## config.mk

```make
export PLATFORM = sky130hd
export DESIGN_NAME = wide_timer_byte_access
export DESIGN_NICKNAME = d
export VERILOG_FILES = /design/src/hw/wide_timer_pkg.sv /design/src/hw/capture_filter.sv /design/src/hw/wide_timer_byte_access.sv
export VERILOG_INCLUDE_DIRS = /design/src /design/src/hw
export SDC_FILE = /design/constraint.sdc
export NUM_CORES = 1
export LEC_CHECK = 0
export ABC_AREA = 1
export ABC_CLOCK_PERIOD_IN_PS = 5770
export BUFFER_PORTS_ARGS = -buffer_cell sky130_fd_sc_hd__buf_4
export CAP_MARGIN = 10
export CORE_UTILIZATION = 59
export CTS_BUF_LIST = sky130_fd_sc_hd__clkbuf_8
export CTS_CLUSTER_SIZE = 8
export DETAILED_ROUTE_END_ITERATION = 10
export GPL_TIMING_DRIVEN = 0
export MAX_ROUTING_LAYER = met4
export PLACE_DENSITY = 0.77
export RECOVER_POWER = 25
export SETUP_SLACK_MARGIN = 0.2
export SLEW_MARGIN = 15
export SYNTH_ARGS = -nofsm -noshare
export SYNTH_HDL_FRONTEND = slang
export SYNTH_HIERARCHICAL = 1
export SYNTH_SLANG_ARGS = --single-unit
```

## constraint.sdc

```tcl
create_clock -name sys_clk -period 5.77 [get_ports sys_clk]
set_input_delay 0.577 -clock sys_clk [delete_from_list [all_inputs] [get_ports sys_clk]]
set_output_delay 0.577 -clock sys_clk [all_outputs]
set_load 0.05 [all_outputs]
```

## src/hw/wide_timer_params.svh

```systemverilog
/*
 Register addresses, field positions, reset values and timing counts of the
 byte-accessed wide timer. Assumes inclusion by bare name.
*/
`ifndef WIDE_TIMER_PARAMS_SVH
`define WIDE_TIMER_PARAMS_SVH

`define WT_ADDR_CNT_L 4'h0
`define WT_ADDR_CNT_H 4'h1
`define WT_ADDR_CMPA_L 4'h2
`define WT_ADDR_CMPA_H 4'h3
`define WT_ADDR_CMPB_L 4'h4
`define WT_ADDR_CMPB_H 4'h5
`define WT_ADDR_CAP_L 4'h6
`define WT_ADDR_CAP_H 4'h7
`define WT_ADDR_CTRL_A 4'h8
`define WT_ADDR_CTRL_B 4'h9
`define WT_ADDR_FLAG 4'ha
`define WT_ADDR_MASK 4'hb

`define WT_FLAG_OVF 0
`define WT_FLAG_CMPA 1
`define WT_FLAG_CMPB 2
`define WT_FLAG_CAP 3

`define WT_CTRLB_EDGE 6
`define WT_CTRLB_FILT 7
`define WT_CTRLB_SRC 5

`define WT_RESET_BYTE 8'h00
`define WT_RESET_WIDE 16'h0000
`define WT_BOTTOM 16'h0000
`define WT_MAX 16'hffff
`define WT_TOP_8BIT 16'h00ff
`define WT_TOP_9BIT 16'h01ff
`define WT_TOP_10BIT 16'h03ff

`define WT_PRESCALE_BITS 10
`define WT_FILTER_LEN 4

`endif

```

## src/hw/wide_timer_pkg.sv

```systemverilog
/*
 Types for the byte-accessed wide timer.
 Assumes the params header is compiled alongside.
*/
package wide_timer_pkg;

   typedef logic [15:0] wide_t;

   typedef enum logic [3:0] {
      MODE_NORMAL = 4'h0,
      MODE_CTC_CMPA = 4'h4,
      MODE_PWM_8BIT = 4'h5,
      MODE_PWM_9BIT = 4'h6,
      MODE_PWM_10BIT = 4'h7,
      MODE_CTC_CAP = 4'hc,
      MODE_PWM_CAP = 4'he,
      MODE_PWM_CMPA = 4'hf
   } wave_mode_t;

   typedef enum logic [2:0] {
      CLK_STOP = 3'h0,
      CLK_DIV1 = 3'h1,
      CLK_DIV8 = 3'h2,
      CLK_DIV64 = 3'h3,
      CLK_DIV256 = 3'h4,
      CLK_DIV1024 = 3'h5,
      CLK_EXT_FALL = 3'h6,
      CLK_EXT_RISE = 3'h7
   } clock_sel_t;

endpackage

```

## src/hw/capture_filter.sv

```systemverilog
/*
 Capture event detector: synchronises the capture pin and comparator input,
 optionally filters, and pulses on the selected edge.
 Assumes both inputs are asynchronous to sys_clk.
*/
`timescale 1ns/100ps
`default_nettype none
`include "wide_timer_params.svh"

module capture_filter #(
   parameter int FILTER_LEN = `WT_FILTER_LEN
) (
   input wire logic sys_clk,
   input wire logic rst,
   input wire logic capturePin,
   input wire logic comparatorIn,
   input wire logic useComparator,
   input wire logic filterOn,
   input wire logic risingEdge,
   output logic capEvent
);

   logic [1:0] pinSync_r;
   logic [1:0] cmpSync_r;
   logic [FILTER_LEN-1:0] history_r;
   logic level_r;
   logic prevLevel_r;
   logic sample;
   logic levelNxt;

   always_ff @(posedge sys_clk or posedge rst) begin
      if (rst) begin
         pinSync_r <= 2'h0;
         cmpSync_r <= 2'h0;
      end else begin
         pinSync_r <= {pinSync_r[0], capturePin};
         cmpSync_r <= {cmpSync_r[0], comparatorIn};
      end
   end

   assign sample = useComparator ? cmpSync_r[1] : pinSync_r[1];

   // Level only moves after FILTER_LEN equal samples, so short spikes are lost
   always_comb begin
      levelNxt = level_r;
      if (!filterOn)
         levelNxt = sample;
      else if (&history_r)
         levelNxt = 1'b1;
      else if (~|history_r)
         levelNxt = 1'b0;
   end

   always_ff @(posedge sys_clk or posedge rst) begin
      if (rst) begin
         history_r <= '0;
         level_r <= 1'b0;
         prevLevel_r <= 1'b0;
         capEvent <= 1'b0;
      end else begin
         history_r <= {history_r[FILTER_LEN-2:0], sample};
         level_r <= levelNxt;
         prevLevel_r <= level_r;
         capEvent <= risingEdge ? (level_r & ~prevLevel_r) : (~level_r & prevLevel_r);
      end
   end

endmodule // capture_filter

`default_nettype wire

```

## src/hw/wide_timer_byte_access.sv

```systemverilog
/*
 Wide timer/counter with two compare channels and a capture channel, reached
 from an 8-bit CPU bus; wide writes and counter and capture reads use one shared high-byte holding register.
 Assumes a CPU on the same clock issuing one-cycle read/write strobes.
*/
`timescale 1ns/100ps
`default_nettype none
`include "wide_timer_params.svh"

module wide_timer_byte_access #(
   parameter int PRESCALE_BITS = `WT_PRESCALE_BITS,
   parameter int FILTER_LEN = `WT_FILTER_LEN
) (
   input wire logic sys_clk,
   input wire logic rst,
   input wire logic [3:0] busAddr,
   input wire logic [7:0] busWrData,
   input wire logic busWr,
   input wire logic busRd,
   output logic [7:0] busRdData,
   input wire logic timerPowerOff,
   input wire logic externalCountPin,
   input wire logic captureInputPin,
   input wire logic comparatorIn,
   output logic waveOutA,
   output logic waveOutB,
   output logic [3:0] timerIrq
);

   logic [7:0] timerControlA_r;
   logic [7:0] timerControlB_r;
   logic [3:0] timerFlag_r;
   logic [3:0] timerMask_r;
   logic [7:0] holdHigh_r;
   wide_timer_pkg::wide_t countValue_r;
   wide_timer_pkg::wide_t captureValue_r;
   wide_timer_pkg::wide_t cmpBuf_r [2];
   wide_timer_pkg::wide_t cmpActive_r [2];
   logic [1:0] wave_r;
   logic [PRESCALE_BITS-1:0] prescale_r;
   logic [2:0] extSync_r;
   logic blockMatch_r;
   logic enabled;
   logic wr;
   logic rd;
   logic timerTick;
   logic isPwm;
   logic atTop;
   logic overflow;
   logic capEvent;
   logic capIsTop;
   logic [1:0] match;
   logic [3:0] flagSet;
   logic [3:0] flagClr;
   wide_timer_pkg::wave_mode_t mode;
   wide_timer_pkg::clock_sel_t clockSel;
   wide_timer_pkg::wide_t topValue;

   assign enabled = !timerPowerOff;
   assign wr = busWr && enabled;
   assign rd = busRd && enabled;
   assign mode = wide_timer_pkg::wave_mode_t'({timerControlB_r[4:3], timerControlA_r[1:0]});
   assign clockSel = wide_timer_pkg::clock_sel_t'(timerControlB_r[2:0]);

   always_comb begin
      isPwm = 1'b0;
      capIsTop = 1'b0;
      topValue = `WT_MAX;
      unique case (mode)
         wide_timer_pkg::MODE_CTC_CMPA: topValue = cmpBuf_r[0];
         wide_timer_pkg::MODE_PWM_8BIT: begin
            isPwm = 1'b1;
            topValue = `WT_TOP_8BIT;
         end
         wide_timer_pkg::MODE_PWM_9BIT: begin
            isPwm = 1'b1;
            topValue = `WT_TOP_9BIT;
         end
         wide_timer_pkg::MODE_PWM_10BIT: begin
            isPwm = 1'b1;
            topValue = `WT_TOP_10BIT;
         end
         wide_timer_pkg::MODE_CTC_CAP: begin
            capIsTop = 1'b1;
            topValue = captureValue_r;
         end
         wide_timer_pkg::MODE_PWM_CAP: begin
            isPwm = 1'b1;
            capIsTop = 1'b1;
            topValue = captureValue_r;
         end
         wide_timer_pkg::MODE_PWM_CMPA: begin
            isPwm = 1'b1;
            topValue = cmpActive_r[0];
         end
         default: topValue = `WT_MAX;
      endcase
   end

   // Prescaler runs free so a source change does not restart its phase
   always_ff @(posedge sys_clk or posedge rst) begin
      if (rst)
         prescale_r <= '0;
      else if (enabled)
         prescale_r <= prescale_r + 1'b1;
   end

   always_ff @(posedge sys_clk or posedge rst) begin
      if (rst)
         extSync_r <= 3'h0;
      else
         extSync_r <= {extSync_r[1:0], externalCountPin};
   end

   always_comb begin
      unique case (clockSel)
         wide_timer_pkg::CLK_STOP: timerTick = 1'b0;
         wide_timer_pkg::CLK_DIV1: timerTick = 1'b1;
         wide_timer_pkg::CLK_DIV8: timerTick = &prescale_r[2:0];
         wide_timer_pkg::CLK_DIV64: timerTick = &prescale_r[5:0];
         wide_timer_pkg::CLK_DIV256: timerTick = &prescale_r[7:0];
         wide_timer_pkg::CLK_DIV1024: timerTick = &prescale_r[9:0];
         wide_timer_pkg::CLK_EXT_FALL: timerTick = extSync_r[2] & ~extSync_r[1];
         wide_timer_pkg::CLK_EXT_RISE: timerTick = ~extSync_r[2] & extSync_r[1];
      endcase
      timerTick = timerTick && enabled;
   end

   assign atTop = (countValue_r == topValue);
   assign overflow = timerTick && (isPwm ? atTop : (countValue_r == `WT_MAX));

   // Shared holding register: high-byte writes fill it, counter and capture low-byte reads fill it
   always_ff @(posedge sys_clk or posedge rst) begin
      if (rst)
         holdHigh_r <= `WT_RESET_BYTE;
      else if (wr && (busAddr == `WT_ADDR_CNT_H || busAddr == `WT_ADDR_CMPA_H ||
                      busAddr == `WT_ADDR_CMPB_H || busAddr == `WT_ADDR_CAP_H))
         holdHigh_r <= busWrData;
      else if (rd && busAddr == `WT_ADDR_CNT_L)
         holdHigh_r <= countValue_r[15:8];
      else if (rd && busAddr == `WT_ADDR_CAP_L)
         holdHigh_r <= captureValue_r[15:8];
   end

   always_ff @(posedge sys_clk or posedge rst) begin
      if (rst)
         countValue_r <= `WT_BOTTOM;
      else if (wr && busAddr == `WT_ADDR_CNT_L)
         countValue_r <= {holdHigh_r, busWrData};
      else if (timerTick)
         countValue_r <= atTop ? `WT_BOTTOM : countValue_r + 1'b1;
   end

   // A counter write suppresses the match on the next timer tick
   always_ff @(posedge sys_clk or posedge rst) begin
      if (rst)
         blockMatch_r <= 1'b0;
      else if (wr && busAddr == `WT_ADDR_CNT_L)
         blockMatch_r <= 1'b1;
      else if (timerTick)
         blockMatch_r <= 1'b0;
   end

   always_ff @(posedge sys_clk or posedge rst) begin
      if (rst)
         captureValue_r <= `WT_RESET_WIDE;
      else if (capEvent && enabled)
         captureValue_r <= countValue_r;
      else if (wr && capIsTop && busAddr == `WT_ADDR_CAP_L)
         captureValue_r <= {holdHigh_r, busWrData};
   end

   genvar ch;
   generate
      for (ch = 0; ch < 2; ch++) begin : g_cmp
         localparam logic [3:0] ADDR_L = ch ? `WT_ADDR_CMPB_L : `WT_ADDR_CMPA_L;
         localparam int COM_LO = ch ? 4 : 6;
         logic [1:0] com;
         assign com = timerControlA_r[COM_LO+1:COM_LO];
         assign match[ch] = timerTick && !blockMatch_r && countValue_r == cmpActive_r[ch];

         always_ff @(posedge sys_clk or posedge rst) begin
            if (rst)
               cmpBuf_r[ch] <= `WT_RESET_WIDE;
            else if (wr && busAddr == ADDR_L)
               cmpBuf_r[ch] <= {holdHigh_r, busWrData};
         end

         // PWM modes take the new value only at top, so a period is never torn
         always_ff @(posedge sys_clk or posedge rst) begin
            if (rst)
               cmpActive_r[ch] <= `WT_RESET_WIDE;
            else if (!isPwm || (timerTick && atTop))
               cmpActive_r[ch] <= cmpBuf_r[ch];
         end

         always_ff @(posedge sys_clk or posedge rst) begin
            if (rst)
               wave_r[ch] <= 1'b0;
            else if (ch == 0 && mode == wide_timer_pkg::MODE_PWM_CMPA)
               wave_r[ch] <= wave_r[ch];
            else if (isPwm && com[1]) begin
               if (match[ch])
                  wave_r[ch] <= ~com[0];
               else if (timerTick && atTop)
                  wave_r[ch] <= com[0];
            end else if (!isPwm && match[ch]) begin
               unique case (com)
                  2'h0: wave_r[ch] <= wave_r[ch];
                  2'h1: wave_r[ch] <= ~wave_r[ch];
                  2'h2: wave_r[ch] <= 1'b0;
                  2'h3: wave_r[ch] <= 1'b1;
               endcase
            end
         end
      end
   endgenerate

   assign waveOutA = wave_r[0];
   assign waveOutB = wave_r[1];

   capture_filter #(
      .FILTER_LEN(FILTER_LEN)
   ) u_capture_filter (
      .sys_clk(sys_clk),
      .rst(rst),
      .capturePin(captureInputPin),
      .comparatorIn(comparatorIn),
      .useComparator(timerControlB_r[`WT_CTRLB_SRC]),
      .filterOn(timerControlB_r[`WT_CTRLB_FILT]),
      .risingEdge(timerControlB_r[`WT_CTRLB_EDGE]),
      .capEvent(capEvent)
   );

   always_ff @(posedge sys_clk or posedge rst) begin
      if (rst) begin
         timerControlA_r <= `WT_RESET_BYTE;
         timerControlB_r <= `WT_RESET_BYTE;
         timerMask_r <= 4'h0;
      end else if (wr) begin
         if (busAddr == `WT_ADDR_CTRL_A)
            timerControlA_r <= busWrData;
         if (busAddr == `WT_ADDR_CTRL_B)
            timerControlB_r <= busWrData;
         if (busAddr == `WT_ADDR_MASK)
            timerMask_r <= busWrData[3:0];
      end
   end

   assign flagSet = {capEvent && enabled, match[1], match[0], overflow};
   assign flagClr = (wr && busAddr == `WT_ADDR_FLAG) ? busWrData[3:0] : 4'h0;

   // Hardware set wins over a write-one clear in the same cycle
   always_ff @(posedge sys_clk or posedge rst) begin
      if (rst) begin
         timerFlag_r <= 4'h0;
         timerIrq <= 4'h0;
      end else begin
         timerFlag_r <= (timerFlag_r & ~flagClr) | flagSet;
         timerIrq <= timerFlag_r & timerMask_r;
      end
   end

   always_ff @(posedge sys_clk or posedge rst) begin
      if (rst)
         busRdData <= 8'h00;
      else if (rd) begin
         unique case (busAddr)
            `WT_ADDR_CNT_L: busRdData <= countValue_r[7:0];
            `WT_ADDR_CNT_H: busRdData <= holdHigh_r;
            `WT_ADDR_CMPA_L: busRdData <= cmpBuf_r[0][7:0];
            `WT_ADDR_CMPA_H: busRdData <= cmpBuf_r[0][15:8];
            `WT_ADDR_CMPB_L: busRdData <= cmpBuf_r[1][7:0];
            `WT_ADDR_CMPB_H: busRdData <= cmpBuf_r[1][15:8];
            `WT_ADDR_CAP_L: busRdData <= captureValue_r[7:0];
            `WT_ADDR_CAP_H: busRdData <= holdHigh_r;
            `WT_ADDR_CTRL_A: busRdData <= timerControlA_r;
            `WT_ADDR_CTRL_B: busRdData <= timerControlB_r;
            `WT_ADDR_FLAG: busRdData <= {4'h0, timerFlag_r};
            `WT_ADDR_MASK: busRdData <= {4'h0, timerMask_r};
            default: busRdData <= 8'h00;
         endcase
      end
   end

   a_low_write_load: assert property (@(posedge sys_clk) disable iff (rst)
      (wr && busAddr == `WT_ADDR_CNT_L) |=>
      countValue_r == {$past(holdHigh_r), $past(busWrData)})
      else $error("counter low write did not load both bytes");
   a_low_read_copy: assert property (@(posedge sys_clk) disable iff (rst)
      (rd && !busWr && busAddr == `WT_ADDR_CAP_L) |=>
      holdHigh_r == $past(captureValue_r[15:8]))
      else $error("capture low read did not fill holding byte");
   a_cmp_read_direct: assert property (@(posedge sys_clk) disable iff (rst)
      (rd && !busWr && busAddr == `WT_ADDR_CMPA_H) |=>
      busRdData == $past(cmpBuf_r[0][15:8]) && $stable(holdHigh_r))
      else $error("compare high read used holding byte");
   a_hold_keeps: assert property (@(posedge sys_clk) disable iff (rst)
      (!busWr && !busRd) |=> $stable(holdHigh_r))
      else $error("holding byte changed without access");
   a_stop_idle: assert property (@(posedge sys_clk) disable iff (rst)
      (clockSel == wide_timer_pkg::CLK_STOP && !busWr) |=> $stable(countValue_r))
      else $error("counter moved with no clock source");
   a_power_idle: assert property (@(posedge sys_clk) disable iff (rst)
      timerPowerOff [*2] |-> $stable(countValue_r) && $stable(timerFlag_r))
      else $error("timer active while powered off");
   a_top_wrap: assert property (@(posedge sys_clk) disable iff (rst)
      (timerTick && atTop && !(busWr && busAddr == `WT_ADDR_CNT_L)) |=>
      countValue_r == `WT_BOTTOM)
      else $error("counter did not wrap at top");
   a_match_flag: assert property (@(posedge sys_clk) disable iff (rst)
      match[1] |=> timerFlag_r[`WT_FLAG_CMPB] ##1 timerIrq[`WT_FLAG_CMPB] == $past(timerMask_r[2]))
      else $error("match B flag or request missing");
   a_capture_copy: assert property (@(posedge sys_clk) disable iff (rst)
      (capEvent && enabled) |=>
      captureValue_r == $past(countValue_r) && timerFlag_r[`WT_FLAG_CAP])
      else $error("capture did not copy counter");
   a_pwm_a_quiet: assert property (@(posedge sys_clk) disable iff (rst)
      (mode == wide_timer_pkg::MODE_PWM_CMPA) |=> $stable(waveOutA))
      else $error("compare A output moved while it sets top");
   a_ctrl_write: assert property (@(posedge sys_clk) disable iff (rst)
      (wr && busAddr == `WT_ADDR_CTRL_A) |=> timerControlA_r == $past(busWrData))
      else $error("control A write not taken");

endmodule // wide_timer_byte_access

`default_nettype wire

```

==> impl_metrics.yaml, run 1 <==
run:
  drv_cap: 1
sta:
  period_share: 0.542
  worstMarginPinSlew_ps: 2520
  worst_slack_ps: 2640
  setup_viol: 0
  drv_slew: 57
  rsz0062_at_grt: "no"
  hold_viol: 0
  fmax_mhz: 320
  slew_headroom: -0.690
  fin_worst_skew_ps: 14.1
  period_needed_ps: 3130
  holdWs_ps: 71.1
global_route:
  track_usage: 0.405
  grt_pass1_vias: 7910
  grt_max_degree: 101
  grt_overflow: 0
  grt_pass1_wl_mm: 45.7
  antenna_found_initial: 0
cts:
  h-tree-depth: 4
  clockBufferDepth: 2
  cts-root-buf: "clkbuf_8"
  worstSkewPairLatency_ps: 470
  cts_tree: "done"
  clkTransAtPathRegs_ps: 90
  post_cts_resized: 0
  cts-hold-fix-buffers: 0
  cts_sinks: 167
  numCtsBuffers: 17
  post_cts_buffers: 0
worst_setup_path:
  worstPathRequired_ps: 6140
  criticalPathCategory: "flop to flop"
  critPathCaptureType: "flop"
  crit_path_start_kind: "flop"
  worstRegToRegCells: 12
  cp_data_arrival_time_ps: 3500
  cp_max_fo: 10
placement:
  port_buffers: 33
  gp_congestion: 1.02
  dp_slack_ps: 2630
  dpl.hpwl_mm: 22.6
layout:
  drive_above_1_share: 0.0788
  final_common_cell: "nand2_1"
  antenna_cells: 0
  utilization: 0.668
  nets: 1229
  nFillCells: 1272
  syn_to_final_growth_pct: 9.84
  mostFrequentLayoutCells: "328 x nand2_1, 167 x dfrtp_1, 113 x inv_1, 94 x nor2_1, 89 x o21ai_0"
die:
  fp.dieW_um: 125
  initial_core_util: 0.609
  die_h_um: 125
  dieArea_um2: 15500
  core_area_um2: 14600
  fp-row-count: 44
  io_pins: 34
synth:
  seq_area_frac_synth: 0.471
  synth_fp_nets: 1176
  synth_edf_count: 0
  syn_area_per_cell_um2: 7.70
  ys_types: 37
  ys_ff_latch: 167
  synth_area_um2: 8880
  postSynthCellCount: 1153
  ys_warn_count: 6
  synthFlopType: "dfrtp_1"
  synthArstFlopShare: 1.00
outcome:
  outcome: "finished with violations"
  failed_checks: "max-capacitance violations, max-slew violations"
routing:
  vias_per_cell: 6.21
  drtPass1Iterations: 6
  wl_mm: 29.6
  drcViolationCount: 0
  dr_total_vias: 8710
  drt_iter0_drc: 1199
  avgRoutedWirePerCell_um: 21.1
  ant_nets: 0
pwr:
  total_power_mw: 4.07
  peakVddDrop_mv: 0.248
  leakage_nw: 4.66
  power.density_nw_per_um2: 417
min_path:
  hold_path.class: "input port to async pin"
[cells in the mapped netlist (3+ instances only)]
cell type / n / share of area
a31oi_1: 11 / 0.0078
a221oi_1: 14 / 0.014
nand3b_1: 4 / 0.0034
xnor2_1: 16 / 0.016
dfrtp_1: 167 / 0.47
nand4_1: 36 / 0.025
a21oi_1: 37 / 0.021
nor2_1: 94 / 0.040
o21bai_1: 3 / 0.0025
o211ai_1: 16 / 0.014
a22oi_1: 7 / 0.0059
xor2_1: 24 / 0.024
nand2_1: 328 / 0.14
nand2_2: 3 / 0.0021
clkinv_1: 7 / 0.0030
nor2_2: 6 / 0.0042
or2_2: 5 / 0.0035
buf_4: 6 / 0.0051
o22ai_1: 16 / 0.011
o221ai_1: 9 / 0.0089
inv_1: 113 / 0.048
clkbuf_1: 34 / 0.014
ha_1: 3 / 0.0042
buf_2: 5 / 0.0028
nand3_1: 78 / 0.044
nor3_1: 9 / 0.0051
o21ai_0: 89 / 0.050
[power by group]
| part | switching [mW] | internal, mW | total (mW) |
|---|---|---|---|
| Clock | 0.474 | 0.320 | 0.794 |
| Combinational | 0.960 | 0.475 | 1.44 |
| Sequential | 0.350 | 1.49 | 1.84 |
[per-stage QoR]
stage | std cells | instance area [µm²] | TNS, ps
4_1_cts | 1403 | 9760 | 0
2_1_floorplan | 1153 | 8880 | 0
5_1_grt | 1403 | 9750 | 0
6_report | 1403 | 9750 | 0
3_5_place_dp | 1371 | 9390 | 0
3_3_place_gp | 1370 | 9360 | -131330
[area by class of cell]
| class | count | area [µm²] | area share |
|---|---|---|---|
| Clock inverter | 14 | 123 | 0.0126 |
| Timing Repair Buffer | 34 | 272 | 0.0278 |
| Inverter | 121 | 455 | 0.0467 |
| Clock buffer | 18 | 248 | 0.0254 |
| Multi-Input combinational cell | 817 | 4030 | 0.413 |
| Sequential cell | 167 | 4180 | 0.429 |
| Tap cell | 184 | 230 | 0.0236 |
| Buffer | 48 | 216 | 0.0222 |
[state kept, by name, summed over array words and instances (netlist names), 8 cells and up]
| register | count |
|---|---|
| timerControlB_r | 8 |
| cmpActive_r | 32 |
| cmpBuf_r | 32 |
| prescale_r | 10 |
| busRdData | 8 |
| timerControlA_r | 8 |
| captureValue_r | 16 |
| holdHigh_r | 8 |
| countValue_r | 16 |
[per-layer routing]
metal | global-route usage | part of all wire
met1 | 0.560 | 0.41
met2 | 0.569 | 0.42
met3 | 0.0911 | 0.12
met4 | 0.184 | 0.051
met5 | - | 0
[final timing paths]
kind | from | end | slack [ps]
max | prescale_r[0]$_DFFE_PP0N_ | countValue_r[5]$_DFFE_PP0P_ | 2640
min | rst | u_capture_filter/capEvent$_DFF_PP0_ | 70
max reg2reg | prescale_r[0]$_DFFE_PP0N_ | countValue_r[5]$_DFFE_PP0P_ | 2640
min reg2reg | extSync_r[0]$_DFF_PP0_ | extSync_r[1]$_DFF_PP0_ | 360
max in group asynchronous | rst | cmpActive_r[2]$_DFFE_PP0P_ | 3690
min in group sys_clk | externalCountPin | extSync_r[0]$_DFF_PP0_ | 230
[worst max-delay path: stages (launching register included)]
cell	delay, ps
dfrtp_1	420
ha_1	260
ha_1	200
nand3_1	80
nand2_1	40
o21ai_0	210
inv_1	120
nand2_1	150
inv_1	230
nor2_2	500
clkinv_1	440
o22ai_1	200
o21bai_1	170
[kinds of logic (layout without fill, tap and decap cells)]
| group | Yosys count | in the layout | share of synthesized area |
|---|---|---|---|
| AO/OA/AOI/OAI | 209 | 209 | 0.141 |
| XOR/XNOR | 40 | 40 | 0.0395 |
| buffers and inverters | 169 | 235 | 0.0755 |
| flip-flops | 167 | 167 | 0.471 |
| adder cells (fa/ha/maj) | 3 | 3 | 0.00423 |
| AND/OR/NAND/NOR | 565 | 565 | 0.269 |
Note: power is estimated with default switching activity, not from simulation.
==> run 2: changes to the inputs <==
--- a/config.mk
+++ b/config.mk
@@ -6,8 +6,8 @@
 export SDC_FILE = /design/constraint.sdc
 export NUM_CORES = 1
 export LEC_CHECK = 0
-export ABC_AREA = 1
-export ABC_CLOCK_PERIOD_IN_PS = 5770
+export ABC_AREA = 0
+export ABC_CLOCK_PERIOD_IN_PS = 3100
 export BUFFER_PORTS_ARGS = -buffer_cell sky130_fd_sc_hd__buf_4
 export CAP_MARGIN = 10
 export CORE_UTILIZATION = 59
@@ -16,7 +16,7 @@
 export DETAILED_ROUTE_END_ITERATION = 10
 export GPL_TIMING_DRIVEN = 0
 export MAX_ROUTING_LAYER = met4
-export PLACE_DENSITY = 0.77
+export PLACE_DENSITY = 0.76
 export RECOVER_POWER = 25
 export SETUP_SLACK_MARGIN = 0.2
 export SLEW_MARGIN = 15
==> constraint.sdc (replaced) <==
create_clock -name sys_clk -period 3.1 [get_ports sys_clk]
set_input_delay 0.31 -clock sys_clk [delete_from_list [all_inputs] [get_ports sys_clk]]
set_output_delay 0.31 -clock sys_clk [all_outputs]
set_load 0.05 [all_outputs]
==> impl_metrics.yaml, run 2 <==
layout:
  final_common_cell: "dfrtp_1"
  mostFrequentLayoutCells: "166 x dfrtp_1, 78 x nand2_1, 62 x mux2_2, 54 x o21ai_0, 46 x nor2_1"
  drive_above_1_share: 0.256
  nFillCells: 1209
  seqCellArea_um2: 4180
  antenna_cells: 0
  utilization: 0.706
  syn_to_final_growth_pct: 14.8
  reg_top3: "cmpActive_r (32), cmpBuf_r (32)"
  nets: 1013
  multiInputGateArea_um2: 5100
pwr:
  leakage_nw: 4.76
  peakVddDrop_mv: 0.572
  total_power_mw: 7.79
  power.density_nw_per_um2: 714
synth:
  synth_area_um2: 9490
  synth-xor-area-share: 0.0508
  synthSimpleGateAreaFrac: 0.179
  synth_top_family_by_area: "simple AND/OR/NAND/NOR gates"
  yosysMostFrequentCell: "dfrtp_1"
  ys_top_cells_by_count: "167 x dfrtp_1, 78 x nand2_1, 64 x mux2_2"
  muxShareOfSynthArea: 0.157
  synthAdderAreaFrac: 0.00395
  synth_largest_area_cell: "dfrtp_1"
  ys_warn_count: 6
  synthFlopType: "dfrtp_1"
  synth_edf_count: 0
  seq_area_frac_synth: 0.440
  ys_types: 82
  synth.top_cells.by_area: "dfrtp_1 44%, mux2_2 7.6%, mux2_4 4.7%"
  syn_area_per_cell_um2: 10.3
  synth_top_area_share: 0.440
  synth_fp_nets: 946
  postSynthCellCount: 923
  ys_ff_latch: 167
  synth_compound_area_frac: 0.122
  synthArstFlopShare: 1.00
worst_setup_path:
  r2r_slack_ps: -190
  slowest_stage: "or4b_4"
  criticalPathCategory: "flop to flop"
  path_cells: "buf_6 -> buf_6 -> buf_6 -> nor4_4 -> a211oi_2 -> nor4_2 -> a211oi_2 -> or2_1 -> or4b_4 -> o21ai_4 -> buf_12 -> buf_12 -> mux2_4"
  critPathBufInv: 5
  critPathLaunch: "timerControlB_r[4]$_DFFE_PP0P_"
  worstRegToRegCells: 13
  critPathCaptureType: "flop"
  cp_data_arrival_time_ps: 3660
  crit_path_start_kind: "flop"
  endpoint: "cmpActive_r[12]$_DFFE_PP0P_"
  max_stage_delay_ps: 590
  r2r-start: "timerControlB_r[4]$_DFFE_PP0P_"
  worstPathRequired_ps: 3470
  cp_top_family: "simple AND/OR/NAND/NOR gates"
  crit_top_cell: "buf_6"
  cp_num_cells: 13
  cp_max_fo: 8
  r2r-end: "cmpActive_r[12]$_DFFE_PP0P_"
die:
  fp-row-count: 45
  dieArea_um2: 16600
  io_pins: 34
  initial_core_util: 0.615
  core_area_um2: 15400
  die_h_um: 129
  fp.dieW_um: 129
routing:
  vias_per_cell: 6.70
  avgRoutedWirePerCell_um: 25.7
  drt_iter0_drc: 998
  dr_total_vias: 8136
  drtPass1Iterations: 8
  ant_nets: 0
  wl_mm: 31.2
  drcViolationCount: 0
sta:
  rsz0062_at_grt: "yes"
  holdWs_ps: 155
  worst_slack_ps: -189
  period_needed_ps: 3290
  fmax_mhz: 304
  slew_headroom: -0.248
  fin_tns_setup_ps: -5310
  period_share: 1.06
  drv_slew: 69
  setup_viol: 35
  fin_worst_skew_ps: 12.7
  hold_viol: 0
  worstMarginPinSlew_ps: 1870
global_route:
  track_usage: 0.406
  grtUsageMet1: 0.550
  antenna_found_initial: 0
  grt_pass1_wl_mm: 46.6
  grt_max_degree: 37
  busiest_layer: "met2"
  grt_pass1_vias: 7736
  grt_overflow: 0
  grtUsageMet2: 0.581
  grtUsageMet3: 0.0844
cts:
  h-tree-depth: 4
  clockBufferDepth: 2
  cts_tree: "done"
  clkTransAtPathRegs_ps: 100
  cts-root-buf: "clkbuf_8"
  numCtsBuffers: 17
  worstSkewPairLatency_ps: 480
  cts_sinks: 167
placement:
  dpl.hpwl_mm: 21.5
  port_buffers: 25
  gp_congestion: 1.02
outcome:
  failed_checks: "max-capacitance violations, max-slew violations, negative setup slack"
  outcome: "finished with violations"
min_path:
  hold_path.class: "input port to flop"
run:
  drv_cap: 2
run 2: report_power, final:
| group | switching [mW] | leakage, nW | internal [mW] | total, mW |
|---|---|---|---|---|
| Clock | 0.897 | 0.203 | 0.680 | 1.58 |
| Combinational | 1.56 | 2.46 | 1.32 | 2.88 |
| Sequential | 0.648 | 2.10 | 2.68 | 3.32 |
| Total | 3.11 | 4.76 | 4.68 | 7.79 |
run 2: logic make-up (layout without fill, tap and decap cells):
kind of cell | after synthesis | in the layout
AND/OR/NAND/NOR | 309 | 309
AO/OA/AOI/OAI | 174 | 174
flip-flops | 167 | 167
multiplexers | 125 | 125
buffers and inverters | 90 | 170
XOR/XNOR | 55 | 55
adder cells (fa/ha/maj) | 3 | 3
run 2: metal layers:
metal	up-vias	routed length (µm)
met1	3956	12600
met2	574	13500
met5	-	0
li1	3493	-
met4	0	1510
met3	113	3530
run 2: worst min path at each step:
stage                   from                                      end  slack [ps]  depth (start not counted)
2_1_floorplan            rst      u_capture_filter/capEvent$_DFF_PP0_         160                          1
3_3_place_gp             rst  u_capture_filter/history_r[0]$_DFF_PP0_         330                          2
3_5_place_dp             rst               timerMask_r[1]$_DFFE_PP0P_         290                          2
4_1_cts        timerPowerOff                prescale_r[6]$_DFFE_PP0N_         140                          4
5_1_grt         busWrData[4]              countValue_r[4]$_DFFE_PP0P_         180                          3
6_report       timerPowerOff                prescale_r[6]$_DFFE_PP0N_         150                          4
run 2: metrics by stage:
stage	worst slack [ps]	std cells	cell area, µm²
floorplan	126	923	9550
global placement	-340	1159	10000
detailed placement	-374	1164	10100
CTS	-181	1209	10700
global route	-238	1214	10900
finish	-189	1214	10900
run 2: what timing repair did:
action / in CTS / in global routing
gates resized for setup: 25 / 47
pin swaps: 5 / 16
hold buffers: 4 / 0
setup buffers: 8 / 3
endpoints found under the setup margin: 51 / 51
endpoints found under the hold margin: 22 / 0
gates cloned: 1 / 2
run 2: cell type report:
class,instances,area share
sequential,167,0.384
inverter,16,0.00563
buffer,74,0.0394
clock buffer,18,0.0227
clock inverter,14,0.0126
multi-input combinational,666,0.468
tap,211,0.0242
timing repair buffer,48,0.0436
run 2: worst register-to-register path, delay by kind of cell, from the launching register on:
| family | cells | cell delay [ps] |
|---|---|---|
| multiplexers | 1 | 310 |
| flip-flops | 1 | 450 |
| buffers and inverters | 5 | 750 |
| AO/OA/AOI/OAI | 3 | 380 |
| AND/OR/NAND/NOR | 4 | 1290 |
==> run 3: changes to the inputs <==
--- a/config.mk
+++ b/config.mk
@@ -7,11 +7,12 @@
 export NUM_CORES = 1
 export LEC_CHECK = 0
 export ABC_AREA = 0
-export ABC_CLOCK_PERIOD_IN_PS = 3100
-export BUFFER_PORTS_ARGS = -buffer_cell sky130_fd_sc_hd__buf_4
+export ABC_CLOCK_PERIOD_IN_PS = 3600
+export BUFFER_PORTS_ARGS = -buffer_cell sky130_fd_sc_hd__buf_2
 export CAP_MARGIN = 10
 export CORE_UTILIZATION = 59
 export CTS_BUF_LIST = sky130_fd_sc_hd__clkbuf_8
+export CTS_CLUSTER_DIAMETER = 200
 export CTS_CLUSTER_SIZE = 8
 export DETAILED_ROUTE_END_ITERATION = 10
 export GPL_TIMING_DRIVEN = 0
==> constraint.sdc (replaced) <==
create_clock -name sys_clk -period 3.6 [get_ports sys_clk]
set_input_delay 0.36 -clock sys_clk [delete_from_list [all_inputs] [get_ports sys_clk]]
set_output_delay 0.36 -clock sys_clk [all_outputs]
set_load 0.05 [all_outputs]
==> impl_metrics.yaml, run 3 (synthesis results as in run 2) <==
sta:
  fmax_mhz: 294
  setup_viol: 0
  drv_slew: 0
  fin_tns_setup_ps: 0
  period_needed_ps: 3400
  slew_headroom: 0.0661
  worstMarginPinSlew_ps: 1390
  fin_worst_skew_ps: 12.0
  hold_viol: 0
  period_share: 0.945
  rsz0062_at_grt: "yes"
outcome:
  outcome: "finished clean"
die:
  initial_core_util: 0.615
  io_pins: 34
  fp-row-count: 45
  dieArea_um2: 16600
  fp.dieW_um: 129
  core_area_um2: 15400
  die_h_um: 129
cts:
  numCtsBuffers: 17
  worstSkewPairLatency_ps: 480
  clockBufferDepth: 2
  clkTransAtPathRegs_ps: 100
  h-tree-depth: 4
  cts_tree: "done"
  cts-root-buf: "clkbuf_8"
  cts_sinks: 167
routing:
  avgRoutedWirePerCell_um: 25.4
  dr_total_vias: 8020
  drcViolationCount: 0
  drt_iter0_drc: 937
  ant_nets: 0
  wl_mm: 30.7
  drtPass1Iterations: 7
  vias_per_cell: 6.64
worst_setup_path:
  endpoint: "cmpActive_r[16]$_DFFE_PP0P_"
  r2r-start: "timerControlA_r[0]$_DFFE_PP0P_"
  criticalPathCategory: "flop to flop"
  cp_max_fo: 10
  worstPathRequired_ps: 3970
  crit_path_start_kind: "flop"
  r2r-end: "cmpActive_r[16]$_DFFE_PP0P_"
  critPathLaunch: "timerControlA_r[0]$_DFFE_PP0P_"
  r2r_slack_ps: 200
  cp_data_arrival_time_ps: 3770
  critPathCaptureType: "flop"
  worstRegToRegCells: 13
global_route:
  grt_pass1_wl_mm: 46.2
  track_usage: 0.398
  grt_pass1_vias: 7556
  grt_max_degree: 38
  antenna_found_initial: 0
  grt_overflow: 0
layout:
  antenna_cells: 0
  nets: 1007
  drive_above_1_share: 0.224
  fin_cells: 1208
  final_common_cell: "dfrtp_1"
  nFillCells: 1199
  syn_to_final_growth_pct: 11.7
  reg_top3: "cmpActive_r (32), cmpBuf_r (32)"
  mostFrequentLayoutCells: "166 x dfrtp_1, 78 x nand2_1, 64 x mux2_2, 56 x o21ai_0, 49 x clkbuf_1"
  multiInputGateArea_um2: 4940
  seqCellArea_um2: 4180
min_path:
  hold_path.class: "input port to flop"
placement:
  dp.cells: 1163
  port_buffers: 25
  gp_congestion: 1.02
  dpl.hpwl_mm: 21.4
pwr:
  leakage_nw: 4.63
  peakVddDrop_mv: 0.335
  power.density_nw_per_um2: 612
  total_power_mw: 6.49
run:
  drv_cap: 0
## run 3: cell types whose count changed in the layout (fill, tap and decap cells not counted), moves of 3 or more
cell      before  now
clkbuf_2      15    3
buf_4         34    9
a211oi_1       3    6
buf_2          4   28
inv_8          1    4
clkbuf_1      39   49
inv_6          8    5
a211oi_2       3    0
buf_6          8    4
o221ai_2       6    3
## run 3: where the power goes
group / switching, mW / internal (mW) / leakage [nW]
Combinational: 1.28 / 1.04 / 2.34
Clock: 0.800 / 0.530 / 0.191
Sequential: 0.543 / 2.30 / 2.10
Total: 2.62 / 3.87 / 4.63
## run 3: timing repair
action                                 in CTS  in global routing
endpoints found under the hold margin      18                  0
pin swaps                                   1                  6
hold buffers                                4                  0
resized for setup                           1                 24
setup endpoints to repair                  30                 42
cloned                                      0                  3
setup buffers                               1                  5
## run 3: worst min path at each step
stage	to	start	cells past startpoint
after floorplan	u_capture_filter/capEvent$_DFF_PP0_	rst	1
after global placement	u_capture_filter/pinSync_r[1]$_DFF_PP0_	u_capture_filter/pinSync_r[0]$_DFF_PP0_	0
after detailed placement	u_capture_filter/pinSync_r[1]$_DFF_PP0_	u_capture_filter/pinSync_r[0]$_DFF_PP0_	0
after CTS	prescale_r[6]$_DFFE_PP0N_	timerPowerOff	4
after global routing	prescale_r[8]$_DFFE_PP0N_	timerPowerOff	4
final	prescale_r[6]$_DFFE_PP0N_	timerPowerOff	4
## run 3: through the flow
| step | util | setup slack (ps) | hold WS, ps | cell area (µm²) |
|---|---|---|---|---|
| detailed placement | 0.646 | 99.7 | 336 | 9970 |
| floorplan | - | 567 | 212 | 9500 |
| CTS | 0.675 | 228 | 213 | 10400 |
| global placement | 0.641 | 142 | 332 | 9880 |
| global route | 0.688 | 135 | 242 | 10600 |
| finish | 0.688 | 199 | 220 | 10600 |
## run 3: worst max-delay path, stage by stage (launching register included)
cell	delay (ps)
dfrtp_1	380
buf_6	140
buf_8	140
buf_6	140
clkbuf_4	210
a311oi_2	260
a21oi_1	130
nor3_1	290
nand4b_1	130
or4b_4	610
o21ai_4	170
buf_12	180
clkbuf_16	190
mux2_4	300
## run 3: area by class of cell
class,count,area share
buffer,74,0.0380
timing repair buffer,42,0.0355
clock inverter,14,0.0126
clock buffer,18,0.0234
multi-input combinational,666,0.466
sequential,167,0.394
inverter,16,0.00578
tap,211,0.0249
## run 3: routing by layer
metal  part of all wire  routed length (µm)  GRT usage  up-vias
met5                  0                   0          -        -
met3               0.12                3550      0.115      116
met1               0.40               12300      0.529     3899
met2               0.44               13400      0.574      525
met4              0.047                1430      0.160        0
li1                   -                   -          -     3480
